===== src/hdl/interp_rate_map.vh =====
// Register offsets, field positions, reset values and timing counts of the
// interpolation rate and quadrature output conditioner.
// Assumes a 32-bit register port with byte addresses and a 25 MHz mclk.
`ifndef INTERP_RATE_MAP_VH
`define INTERP_RATE_MAP_VH

// ==========================================================================
// Register offsets
`define CFG_ONE_ADDR 8'h00
`define CFG_TWO_ADDR 8'h04
`define BASE_ELEVEN_ADDR 8'h08
`define STATUS_ADDR 8'h0C

// ==========================================================================
// Field positions
`define RATE_SEL_LSB 0
`define RATE_SEL_MSB 4
`define SPACING_LSB 5
`define SPACING_MSB 7
`define HYST_LSB 8
`define HYST_MSB 10
`define EXT_DIV_LSB 0
`define EXT_DIV_MSB 2
`define STAT_RATE_MSB 12
`define STAT_VALID_BIT 13
`define STAT_ABZ_BIT 14
`define STAT_EXP_LSB 16
`define STAT_EXP_MSB 19

// ==========================================================================
// Reset values and basic rates
`define RATE_SEL_RESET 5'h10
`define SPACING_RESET 3'h0
`define HYST_RESET 3'h0
`define EXT_DIV_RESET 3'h0
`define BASE_CODE_00 13'h0FA0
`define BASE_CODE_01 13'h0C80
`define BASE_CODE_10 13'h1000
`define BASE_CODE_11_RESET 13'h0A00
`define MAX_EXP_ANY 4'h7
`define MAX_EXP_FULL 4'hA
// Rates that are only good for counting; A and B are frozen and Z is held low at them.
`define CNT_ONLY_RATE_A 13'h00FA
`define CNT_ONLY_RATE_B 13'h007D
`define CNT_ONLY_RATE_C 13'h0032
`define CNT_ONLY_RATE_D 13'h0019

// ==========================================================================
// Timing: input to output latency in oscillator periods.
`define LATENCY_CYCLES 160

`endif


===== src/hdl/hyst_filter.v =====
// Digital hysteresis on the divided increment stream.
// Assumes single-cycle up and down pulses, never both in one cycle.
`timescale 1ns/100ps
module hyst_filter
(
  input wire mclk,
  input wire reset_n,
  input wire flush,
  input wire [2:0] hyst_amount,
  input wire in_up,
  input wire in_dn,
  output reg out_up,
  output reg out_dn
);

// The lead is kept in [-amount, +amount]; a step leaves only at the edge of
// that band, so at any nonzero amount a dithering input never reaches the outputs.
reg signed [3:0] lead_q;
wire signed [3:0] amount_s = {1'b0, hyst_amount};

always @(posedge mclk or negedge reset_n)
begin
  if (!reset_n)
  begin
    lead_q <= 4'sh0;
    out_up <= 1'b0;
    out_dn <= 1'b0;
  end
  else
  begin
    out_up <= 1'b0;
    out_dn <= 1'b0;
    if (flush)
      lead_q <= 4'sh0;
    else if (in_up)
    begin
      if (lead_q >= amount_s)
        out_up <= 1'b1;
      else
        lead_q <= lead_q + 4'sh1;
    end
    else if (in_dn)
    begin
      if (lead_q <= -amount_s)
        out_dn <= 1'b1;
      else
        lead_q <= lead_q - 4'sh1;
    end
  end
end

endmodule // hyst_filter


===== src/hdl/edge_spacer.v =====
// Minimum edge spacing for the quadrature outputs with a signed backlog.
// Assumes single-cycle step pulses, never both in one cycle.
`timescale 1ns/100ps
module edge_spacer
(
  input wire mclk,
  input wire reset_n,
  input wire flush,
  input wire [2:0] spacing_sel,
  input wire step_up,
  input wire step_dn,
  output wire edge_up,
  output wire edge_dn
);

reg signed [7:0] backlog_q;
reg [7:0] wait_q;
wire ready = (wait_q == 8'h00);
wire [7:0] reload = (8'h01 << spacing_sel) - 8'h01;
wire signed [7:0] step_s = step_up ? 8'sh01 : (step_dn ? -8'sh01 : 8'sh00);
wire signed [7:0] edge_s = edge_up ? 8'sh01 : (edge_dn ? -8'sh01 : 8'sh00);

assign edge_up = ready && (backlog_q > 8'sh00);
assign edge_dn = ready && (backlog_q < 8'sh00);

always @(posedge mclk or negedge reset_n)
begin
  if (!reset_n)
  begin
    backlog_q <= 8'sh00;
    wait_q <= 8'h00;
  end
  else if (flush)
  begin
    backlog_q <= 8'sh00;
    wait_q <= 8'h00;
  end
  else
  begin
    // Saturation is a limitation: steps beyond the backlog range are lost.
    if (!((backlog_q == 8'sh7F && step_up) || (backlog_q == -8'sh80 && step_dn)))
      backlog_q <= backlog_q + step_s - edge_s;
    else
      backlog_q <= backlog_q - edge_s;
    if (edge_up || edge_dn)
      wait_q <= reload;
    else if (!ready)
      wait_q <= wait_q - 8'h01;
  end
end

endmodule // edge_spacer


===== src/hdl/interp_rate_abz_conditioner.v =====
// Interpolation rate selection and A, B, Z output conditioning.
// Assumes the interpolation core delivers one-cycle increment pulses at the
// basic rate, synchronous to mclk, and a one-cycle index pulse.
//
// Contract
// - Interpolation rates from 4 up to 4096 increments per input period are supported.
// - The two upper rate-select bits pick the basic rate 4096, 4000, 3200 or 2560.
// - The basic rate of code 11 resets to 2560 and software may reprogram it.
// - The three lower rate-select bits divide the basic rate by two to their code.
// - A divider setting with a non-whole quotient is invalid.
// - Rates 250, 125, 50 and 25 are counter mode only and their A, B, Z are invalid.
// - The divide exponent is the lower rate-select field plus the extended divider.
// - Exponents 8 to 10 give 16, 8 and 4 on the 4096 base and are invalid elsewhere.
// - Output edges are spaced at least 1 to 128 oscillator periods by a 3-bit code.
// - A 3-bit hysteresis code disables hysteresis at 000 and sets its amount otherwise.
// - With hysteresis on, static inputs never toggle the outputs.
// - With hysteresis on, a reversal is absorbed for up to twice the hysteresis amount in steps.
// - Latency from input to A, B, Z lies between 155 and 187 oscillator periods while no spacing backlog is pending.
// - With hysteresis on, A, B and Z lag by up to the hysteresis amount in increments.
`timescale 1ns/100ps
`include "interp_rate_map.vh"
module interp_rate_abz_conditioner
(
  input wire mclk,
  input wire reset_n,
  input wire [7:0] reg_addr,
  input wire [31:0] reg_wdata,
  input wire reg_wr,
  input wire reg_rd,
  output reg [31:0] reg_rdata,
  input wire inc_valid,
  input wire inc_dir,
  input wire index_pulse,
  output reg out_a,
  output reg out_b,
  output reg out_z,
  output wire abz_valid
);

// ==========================================================================
// Configuration registers
// Writes land at the strobe edge; no shadow copy is kept, so a change applies at once.
reg [4:0] rate_select_q;
reg [2:0] edge_spacing_sel_q;
reg [2:0] hysteresis_sel_q;
reg [2:0] extended_divider_q;
reg [12:0] base_eleven_q;

always @(posedge mclk or negedge reset_n)
begin
  if (!reset_n)
  begin
    rate_select_q <= `RATE_SEL_RESET;
    edge_spacing_sel_q <= `SPACING_RESET;
    hysteresis_sel_q <= `HYST_RESET;
    extended_divider_q <= `EXT_DIV_RESET;
    base_eleven_q <= `BASE_CODE_11_RESET;
  end
  else if (reg_wr)
  begin
    if (reg_addr == `CFG_ONE_ADDR)
    begin
      rate_select_q <= reg_wdata[`RATE_SEL_MSB:`RATE_SEL_LSB];
      edge_spacing_sel_q <= reg_wdata[`SPACING_MSB:`SPACING_LSB];
      hysteresis_sel_q <= reg_wdata[`HYST_MSB:`HYST_LSB];
    end
    else if (reg_addr == `CFG_TWO_ADDR)
      extended_divider_q <= reg_wdata[`EXT_DIV_MSB:`EXT_DIV_LSB];
    // Only thirteen bits of the base word are kept; the rest read as zero.
    // user may reprogram
    else if (reg_addr == `BASE_ELEVEN_ADDR)
      base_eleven_q <= reg_wdata[12:0];
  end
end

// ==========================================================================
// Rate decode
wire [1:0] base_code = rate_select_q[4:3];
wire [3:0] divide_exponent = {1'b0, rate_select_q[2:0]} + {1'b0, extended_divider_q};

reg [12:0] base_rate;
reg rate_valid;
reg counter_only;
reg [12:0] exp_mask;
reg [12:0] rate_quot;

always @*
begin
  if (base_code == 2'b10)
    base_rate = `BASE_CODE_10;
  else if (base_code == 2'b00)
    base_rate = `BASE_CODE_00;
  else if (base_code == 2'b01)
    base_rate = `BASE_CODE_01;
  else
    base_rate = base_eleven_q;
  exp_mask = (13'h0001 << divide_exponent) - 13'h0001;
  rate_valid = ((base_rate & exp_mask) == 13'h0000) && (base_rate != 13'h0000);
  // The 4096 base alone has enough factors of two for the extended divider.
  // large exponents need 4096
  if (divide_exponent > `MAX_EXP_FULL)
    rate_valid = 1'b0;
  else if ((divide_exponent > `MAX_EXP_ANY) && (base_code != 2'b10))
    rate_valid = 1'b0;
  // The test looks at the resulting rate rather than at the code, so a reprogrammed
  // code-11 base that lands on one of these rates is caught as well.
  rate_quot = base_rate >> divide_exponent;
  counter_only = rate_valid && ((rate_quot == `CNT_ONLY_RATE_A)
    || (rate_quot == `CNT_ONLY_RATE_B)
    || (rate_quot == `CNT_ONLY_RATE_C)
    || (rate_quot == `CNT_ONLY_RATE_D));
end

// rate is base over power of two
wire [12:0] interp_rate = rate_valid ? rate_quot : 13'h0000;

// The flag is combinational, so it already reflects a write in the cycle after its strobe.
// suppress when invalid
assign abz_valid = rate_valid && !counter_only;

// A change of rate select, extended divider, hysteresis or spacing bit zero restarts the conditioning chain from a clean state.
// Dropping the partial divider count and any steps still in the spacing backlog is preferred over letting counts made
// under the old divider or hysteresis leak into the new setting.
// Spacing bits above bit zero are left out on purpose: they only stretch the next gap.
reg [12:0] last_cfg_q;
wire [12:0] cur_cfg = {rate_select_q, extended_divider_q, hysteresis_sel_q, abz_valid,
  edge_spacing_sel_q[0]};
wire flush = !abz_valid || (cur_cfg != last_cfg_q);

always @(posedge mclk or negedge reset_n)
begin
  if (!reset_n)
    last_cfg_q <= 13'h0000;
  else
    last_cfg_q <= cur_cfg;
end

// ==========================================================================
// Register read port
// Unmapped addresses read as zero, so probing software sees no stray bits.
always @(posedge mclk or negedge reset_n)
begin
  if (!reset_n)
    reg_rdata <= 32'h0000_0000;
  else if (reg_rd)
  begin
    reg_rdata <= 32'h0000_0000;
    if (reg_addr == `CFG_ONE_ADDR)
      reg_rdata[`HYST_MSB:0] <= {hysteresis_sel_q, edge_spacing_sel_q, rate_select_q};
    else if (reg_addr == `CFG_TWO_ADDR)
      reg_rdata[`EXT_DIV_MSB:0] <= extended_divider_q;
    else if (reg_addr == `BASE_ELEVEN_ADDR)
      reg_rdata[12:0] <= base_eleven_q;
    else if (reg_addr == `STATUS_ADDR)
    begin
      reg_rdata[`STAT_RATE_MSB:0] <= interp_rate;
      reg_rdata[`STAT_VALID_BIT] <= rate_valid;
      reg_rdata[`STAT_ABZ_BIT] <= abz_valid;
      reg_rdata[`STAT_EXP_MSB:`STAT_EXP_LSB] <= divide_exponent;
    end
  end
end

// ==========================================================================
// Latency line
// A shift register costs flops but never drops a pulse, unlike a timestamp queue.
// fixed pipeline delay
// The remaining stages add a few cycles, keeping the sum inside the window
// while no spacing backlog is pending.
localparam LAT = `LATENCY_CYCLES - 4;
reg [3*LAT-1:0] pipe_q;
wire [2:0] pipe_out = pipe_q[3*LAT-1:3*LAT-3];

always @(posedge mclk or negedge reset_n)
begin
  if (!reset_n)
    pipe_q <= {3*LAT{1'b0}};
  else
    pipe_q <= {pipe_q[3*LAT-4:0], inc_valid, inc_dir, index_pulse};
end

wire d_inc = pipe_out[2];
wire d_up = pipe_out[1];
wire d_index = pipe_out[0];

// ==========================================================================
// Divider
// Ten bits cover the largest valid exponent; wrapping is harmless because only the
// low bits selected by the mask are ever compared.
// divide by counting fine steps
reg [9:0] fine_q;
reg div_up_q;
reg div_dn_q;
wire [9:0] low_mask = exp_mask[9:0];

always @(posedge mclk or negedge reset_n)
begin
  if (!reset_n)
  begin
    fine_q <= 10'h000;
    div_up_q <= 1'b0;
    div_dn_q <= 1'b0;
  end
  else
  begin
    div_up_q <= 1'b0;
    div_dn_q <= 1'b0;
    if (flush)
      fine_q <= 10'h000;
    else if (d_inc && d_up)
    begin
      fine_q <= fine_q + 10'h001;
      div_up_q <= ((fine_q & low_mask) == low_mask);
    end
    // Down steps are recognised at the all-zero end so both directions share one boundary.
    else if (d_inc)
    begin
      fine_q <= fine_q - 10'h001;
      div_dn_q <= ((fine_q & low_mask) == 10'h000);
    end
  end
end

// ==========================================================================
// Hysteresis and spacing
wire hy_up;
wire hy_dn;
wire edge_up;
wire edge_dn;

// Hysteresis sits ahead of the spacer, so absorbed steps never take a spacing slot.
// code zero disables
hyst_filter u_hyst
(
  .mclk(mclk),
  .reset_n(reset_n),
  .flush(flush),
  .hyst_amount(hysteresis_sel_q),
  .in_up(div_up_q),
  .in_dn(div_dn_q),
  .out_up(hy_up),
  .out_dn(hy_dn)
);

edge_spacer u_spacer
(
  .mclk(mclk),
  .reset_n(reset_n),
  .flush(flush),
  .spacing_sel(edge_spacing_sel_q),
  .step_up(hy_up),
  .step_dn(hy_dn),
  .edge_up(edge_up),
  .edge_dn(edge_dn)
);

// ==========================================================================
// Quadrature and index outputs
// A two-bit phase decoded in Gray order guarantees that A and B never move together.
reg [1:0] phase_q;
reg index_armed_q;
wire [1:0] phase_d = edge_up ? phase_q + 2'b01 : (edge_dn ? phase_q - 2'b01 : phase_q);

always @(posedge mclk or negedge reset_n)
begin
  if (!reset_n)
  begin
    phase_q <= 2'b00;
    index_armed_q <= 1'b0;
    out_a <= 1'b0;
    out_b <= 1'b0;
    out_z <= 1'b0;
  end
  else if (flush)
  begin
    // Holding A and B rather than parking them keeps the far counter's position intact.
    // outputs frozen
    index_armed_q <= 1'b0;
    out_z <= 1'b0;
  end
  else
  begin
    phase_q <= phase_d;
    out_a <= phase_d[1];
    out_b <= phase_d[1] ^ phase_d[0];
    // The index is one increment wide, riding on the edge after its arrival.
    if (edge_up || edge_dn)
    begin
      out_z <= index_armed_q;
      index_armed_q <= d_index;
    end
    else if (d_index)
      index_armed_q <= 1'b1;
  end
end

endmodule // interp_rate_abz_conditioner


===== config.mk =====
export PLATFORM = sky130hd
export DESIGN_NAME = interp_rate_abz_conditioner
export DESIGN_NICKNAME = d
export VERILOG_FILES = /design/src/hdl/hyst_filter.v /design/src/hdl/edge_spacer.v /design/src/hdl/interp_rate_abz_conditioner.v
export VERILOG_INCLUDE_DIRS = /design/src /design/src/hdl
export SDC_FILE = /design/constraint.sdc
export NUM_CORES = 1
export LEC_CHECK = 0
export ABC_AREA = 1
export BUFFER_PORTS_ARGS = -buffer_cell sky130_fd_sc_hd__buf_2
export CORE_MARGIN = 4
export CORE_UTILIZATION = 28
export DETAILED_ROUTE_END_ITERATION = 16
export GPL_TIMING_DRIVEN = 0
export PLACE_DENSITY = 0.51
export SYNTH_ARGS = -nofsm -noshare
export SYNTH_HDL_FRONTEND = slang
export SYNTH_SLANG_ARGS = --single-unit

===== constraint.sdc =====
create_clock -name mclk -period 5.3 [get_ports mclk]
set_input_delay 0.53 -clock mclk [delete_from_list [all_inputs] [get_ports mclk]]
set_output_delay 0.53 -clock mclk [all_outputs]
set_load 0.05 [all_outputs]

==> out/results.txt <==
Initial antenna violation count - 3
Placed cell count - 2352
Die H - 268 µm
Final ANT Viol Nets - 0
Final WL - 37800 µm
Yosys warns - 0
DRC Markers - 0
Routability cong. - 0.862
Final Cell Area - 0.0222 mm²
Rows - 94
Pwr Density - 392 mW/mm²
Syn avg cell area - 13.3 µm²
WL/cell - 15.4 µm
First-pass DRT Iterations - 5
Min Clock Period, post-route - 4520 ps
Top Ports - 83
Slew headroom - 35.4%
Clock Latency Late Sink - 620 ps
Total GRT Usage - 10.8%
Post-detail-place hpwl - 25400 µm
Initial DRC count - 739
Initial Utilization - 28.5%
Placed standard-cell area - 0.0204 mm²
Worst IR Drop VDD - 232 µV
Layout cells sized above 1 - 14.3%
Leak Pwr - 11.0 nW
Total Power - 8.68 mW
Max-cap violations - 0
Fin. max-slew vios - 0
Clock Pin Slew Worst Setup and Hold Paths - 60 ps
Drt via density - 4.26
Depth of the CTS H-tree - 2
Slew @ Worst Pin - 961 ps
Yosys reg bits - 566
Gr ovfl total - 0
Fin crit share - 85.3%
First-pass GRT wire length - 61000 µm
Post-synthesis instance total - 1422
Fin cells - 2452
Status - finished, final reports clean
Achievable frequency - 221 MHz
CTS Buffer Depth - 3
Core Region - 0.0663 mm²
Hold Worst Slack - 195 ps
Syn Std Cell Area - 0.0189 mm²
Nets - 1642
RSZ-0062 raised after global routing - false
Final setup fails - 0
Vias in the first global route - 10800
Worst Hold Class - input pin to register
Overall die width - 268 µm
Fin Clk Skew - 20.9 ps
P&R area growth vs syn - 17.4%
Buffers on Ports - 50
Number of gates resized after CTS - 0
Max FO, Critical Path - 10
Largest cells by area after synthesis - dfrtp_1 (75%), nand2_1 (4.1%), nand3_1 (2.7%), ha_1 (2.5%), inv_1 (2.1%)
Seq/Total Area, Yosys - 75.0%
Post-CTS Setup Bufs - 0
CP Data Required Time - 5820 ps
Critical path capture point type - register
Setup crit start kind - register
CTS tree - yes
Largest net degree at the start of global routing - 136
Library cells used by synthesis - 53
Root Buffer - clkbuf_16
Largest area contributor in the netlist - dfrtp_1
Final hold vios - 0
Vias - 10400
WS Path Type - register to register
Area share of the largest cell type after synthesis - 74.6%
Die area - 0.0717 mm²
Post-layout util - 33.4%
Clock sink count - 566
Critical Path AT - 5040 ps
Total CTS buffers - 53
-- final timing paths --
check	start	endpoint	slack (ps)	cells past startpoint
max	u_spacer.wait_q[7]$_DFFE_PN0P_	u_spacer.backlog_q[6]$_DFF_PN0_	780	20
min	reg_wdata[9]	base_eleven_q[9]$_DFFE_PN1P_	190	3
max reg2reg	u_spacer.wait_q[7]$_DFFE_PN0P_	u_spacer.backlog_q[6]$_DFF_PN0_	780	20
min reg2reg	pipe_q[21]$_DFF_PN0_	pipe_q[24]$_DFF_PN0_	330	0
max in group asynchronous	reset_n	pipe_q[409]$_DFF_PN0_	3180	4
min in group asynchronous	reset_n	pipe_q[240]$_DFF_PN0_	500	2
-- registers in the layout (all words and copies together), names as in the netlist, 4 cells and up --
name,cells
reg_rdata,19
u_spacer.backlog_q,8
u_hyst.lead_q,4
pipe_q,468
u_spacer.wait_q,8
base_eleven_q,13
rate_select_q,5
last_cfg_q,13
fine_q,10
-- synthesized netlist by cell type, drive strengths merged --
master / number
nand2: 215
a22o: 1
a22oi: 1
o21bai: 1
o22ai: 6
o221ai: 3
nor4: 6
a21o: 3
nand3b: 4
clkbuf: 9
xnor2: 11
fa: 10
conb: 1
mux2: 2
dfstp: 3
xor2: 16
and2: 1
a32oi: 2
a31oi: 10
dfrtp: 563
nand4: 13
o211ai: 8
a221oi: 3
o21ai: 65
o21a: 3
inv: 119
nor2b: 1
a211oi: 13
nor3: 16
ha: 38
clkinv: 2
nor2: 83
nor3b: 1
o311ai: 1
or2: 5
buf: 29
o2111ai: 4
a21oi: 45
nand3: 105
-- cell families after synthesis --
logic type / count (synthesis) / share of synthesized area, %
flip-flops: 566 / 75.0
AND/OR/NAND/NOR: 450 / 10.7
AO/OA/AOI/OAI: 169 / 5.64
buffers and inverters: 159 / 3.74
adder cells (fa/ha/maj): 48 / 3.58
XOR/XNOR: 27 / 1.25
multiplexers: 2 / 0.119
other: 1 / 0.0198
-- layout make-up --
type	instances	area (µm²)
Timing Repair Buffer	58	410
Buffer	38	250
Multi-Input combinational cell	709	4060
Fill cell	6534	44200
Inverter	121	457
Antenna cell	1	2.50
Clock inverter	28	280
Clock buffer	67	1460
Tap cell	864	1080
Sequential cell	566	14200
-- routing by layer --
| metal | up-vias | wire length (µm) | global-route usage, % |
|---|---|---|---|
| met3 | 61 | 1850 | 2.64 |
| li1 | 4879 | - | - |
| met4 | 2 | 828 | 3.04 |
| met2 | 182 | 16300 | 15.6 |
| met1 | 5314 | 18800 | 16.2 |
| met5 | - | 14 | 0 |
-- worst max-delay path, cell delays in order, from the launching register on --
cell and delay [ps]:
dfrtp_1 380, nor2_1 100, nand2_1 70, nor2_1 150, inv_1 100, nor2_1 660
inv_1 430, nand2_1 290, buf_2 290, ha_1 190, inv_1 50, ha_1 220
fa_1 420, a21o_1 180, a21oi_1 170, nor2_1 80, o21ai_0 220, nand3_1 100
nand2_1 80, nor2_1 60, a211oi_2 180
-- per-stage QoR --
step	setup TNS (ps)	setup slack, ps
global placement	-3876770	-6930
floorplan	0	1500
CTS	0	653
finish	0	779
detailed placement	0	681
global route	0	273
-- power by group --
part           switching [mW]  internal (mW)  leakage [nW]
combinational           0.399          0.144          2.65
sequential             0.0376           4.40          7.54
clock                    1.63           2.07         0.856
-- repair_timing --
item / 4_1_cts / 5_1_grt
setup endpoints to repair: 0 / 0
hold buffers: 4 / 0
hold endpoints to repair: 97 / 0
-- layout by cell type (no fill, tap or decap), types with 4 or more instances in the layout --
cell type,count
dfrtp_1,563
nand2_1,206
inv_1,107
nand3_1,102
nor2_1,76
o21ai_0,57
buf_2,54
clkbuf_16,53
a21oi_1,44
ha_1,38
buf_4,21
xor2_1,16
nor3_1,16
clkbuf_1,15
clkinv_2,15
nand4_1,13
conb_1,13
a211oi_2,12
inv_2,11
xnor2_1,11
a31oi_1,10
fa_1,10
o211ai_1,8
clkbuf_8,8
o21ai_1,7
nand2_2,6
nor4_1,6
o22ai_1,6
nor2_2,5
or2_2,5
nand3b_1,4
o2111ai_1,4
clkinvlp_4,4
dlygate4sd3_1,4
buf_16,4
(Power assumes the default switching activity.)
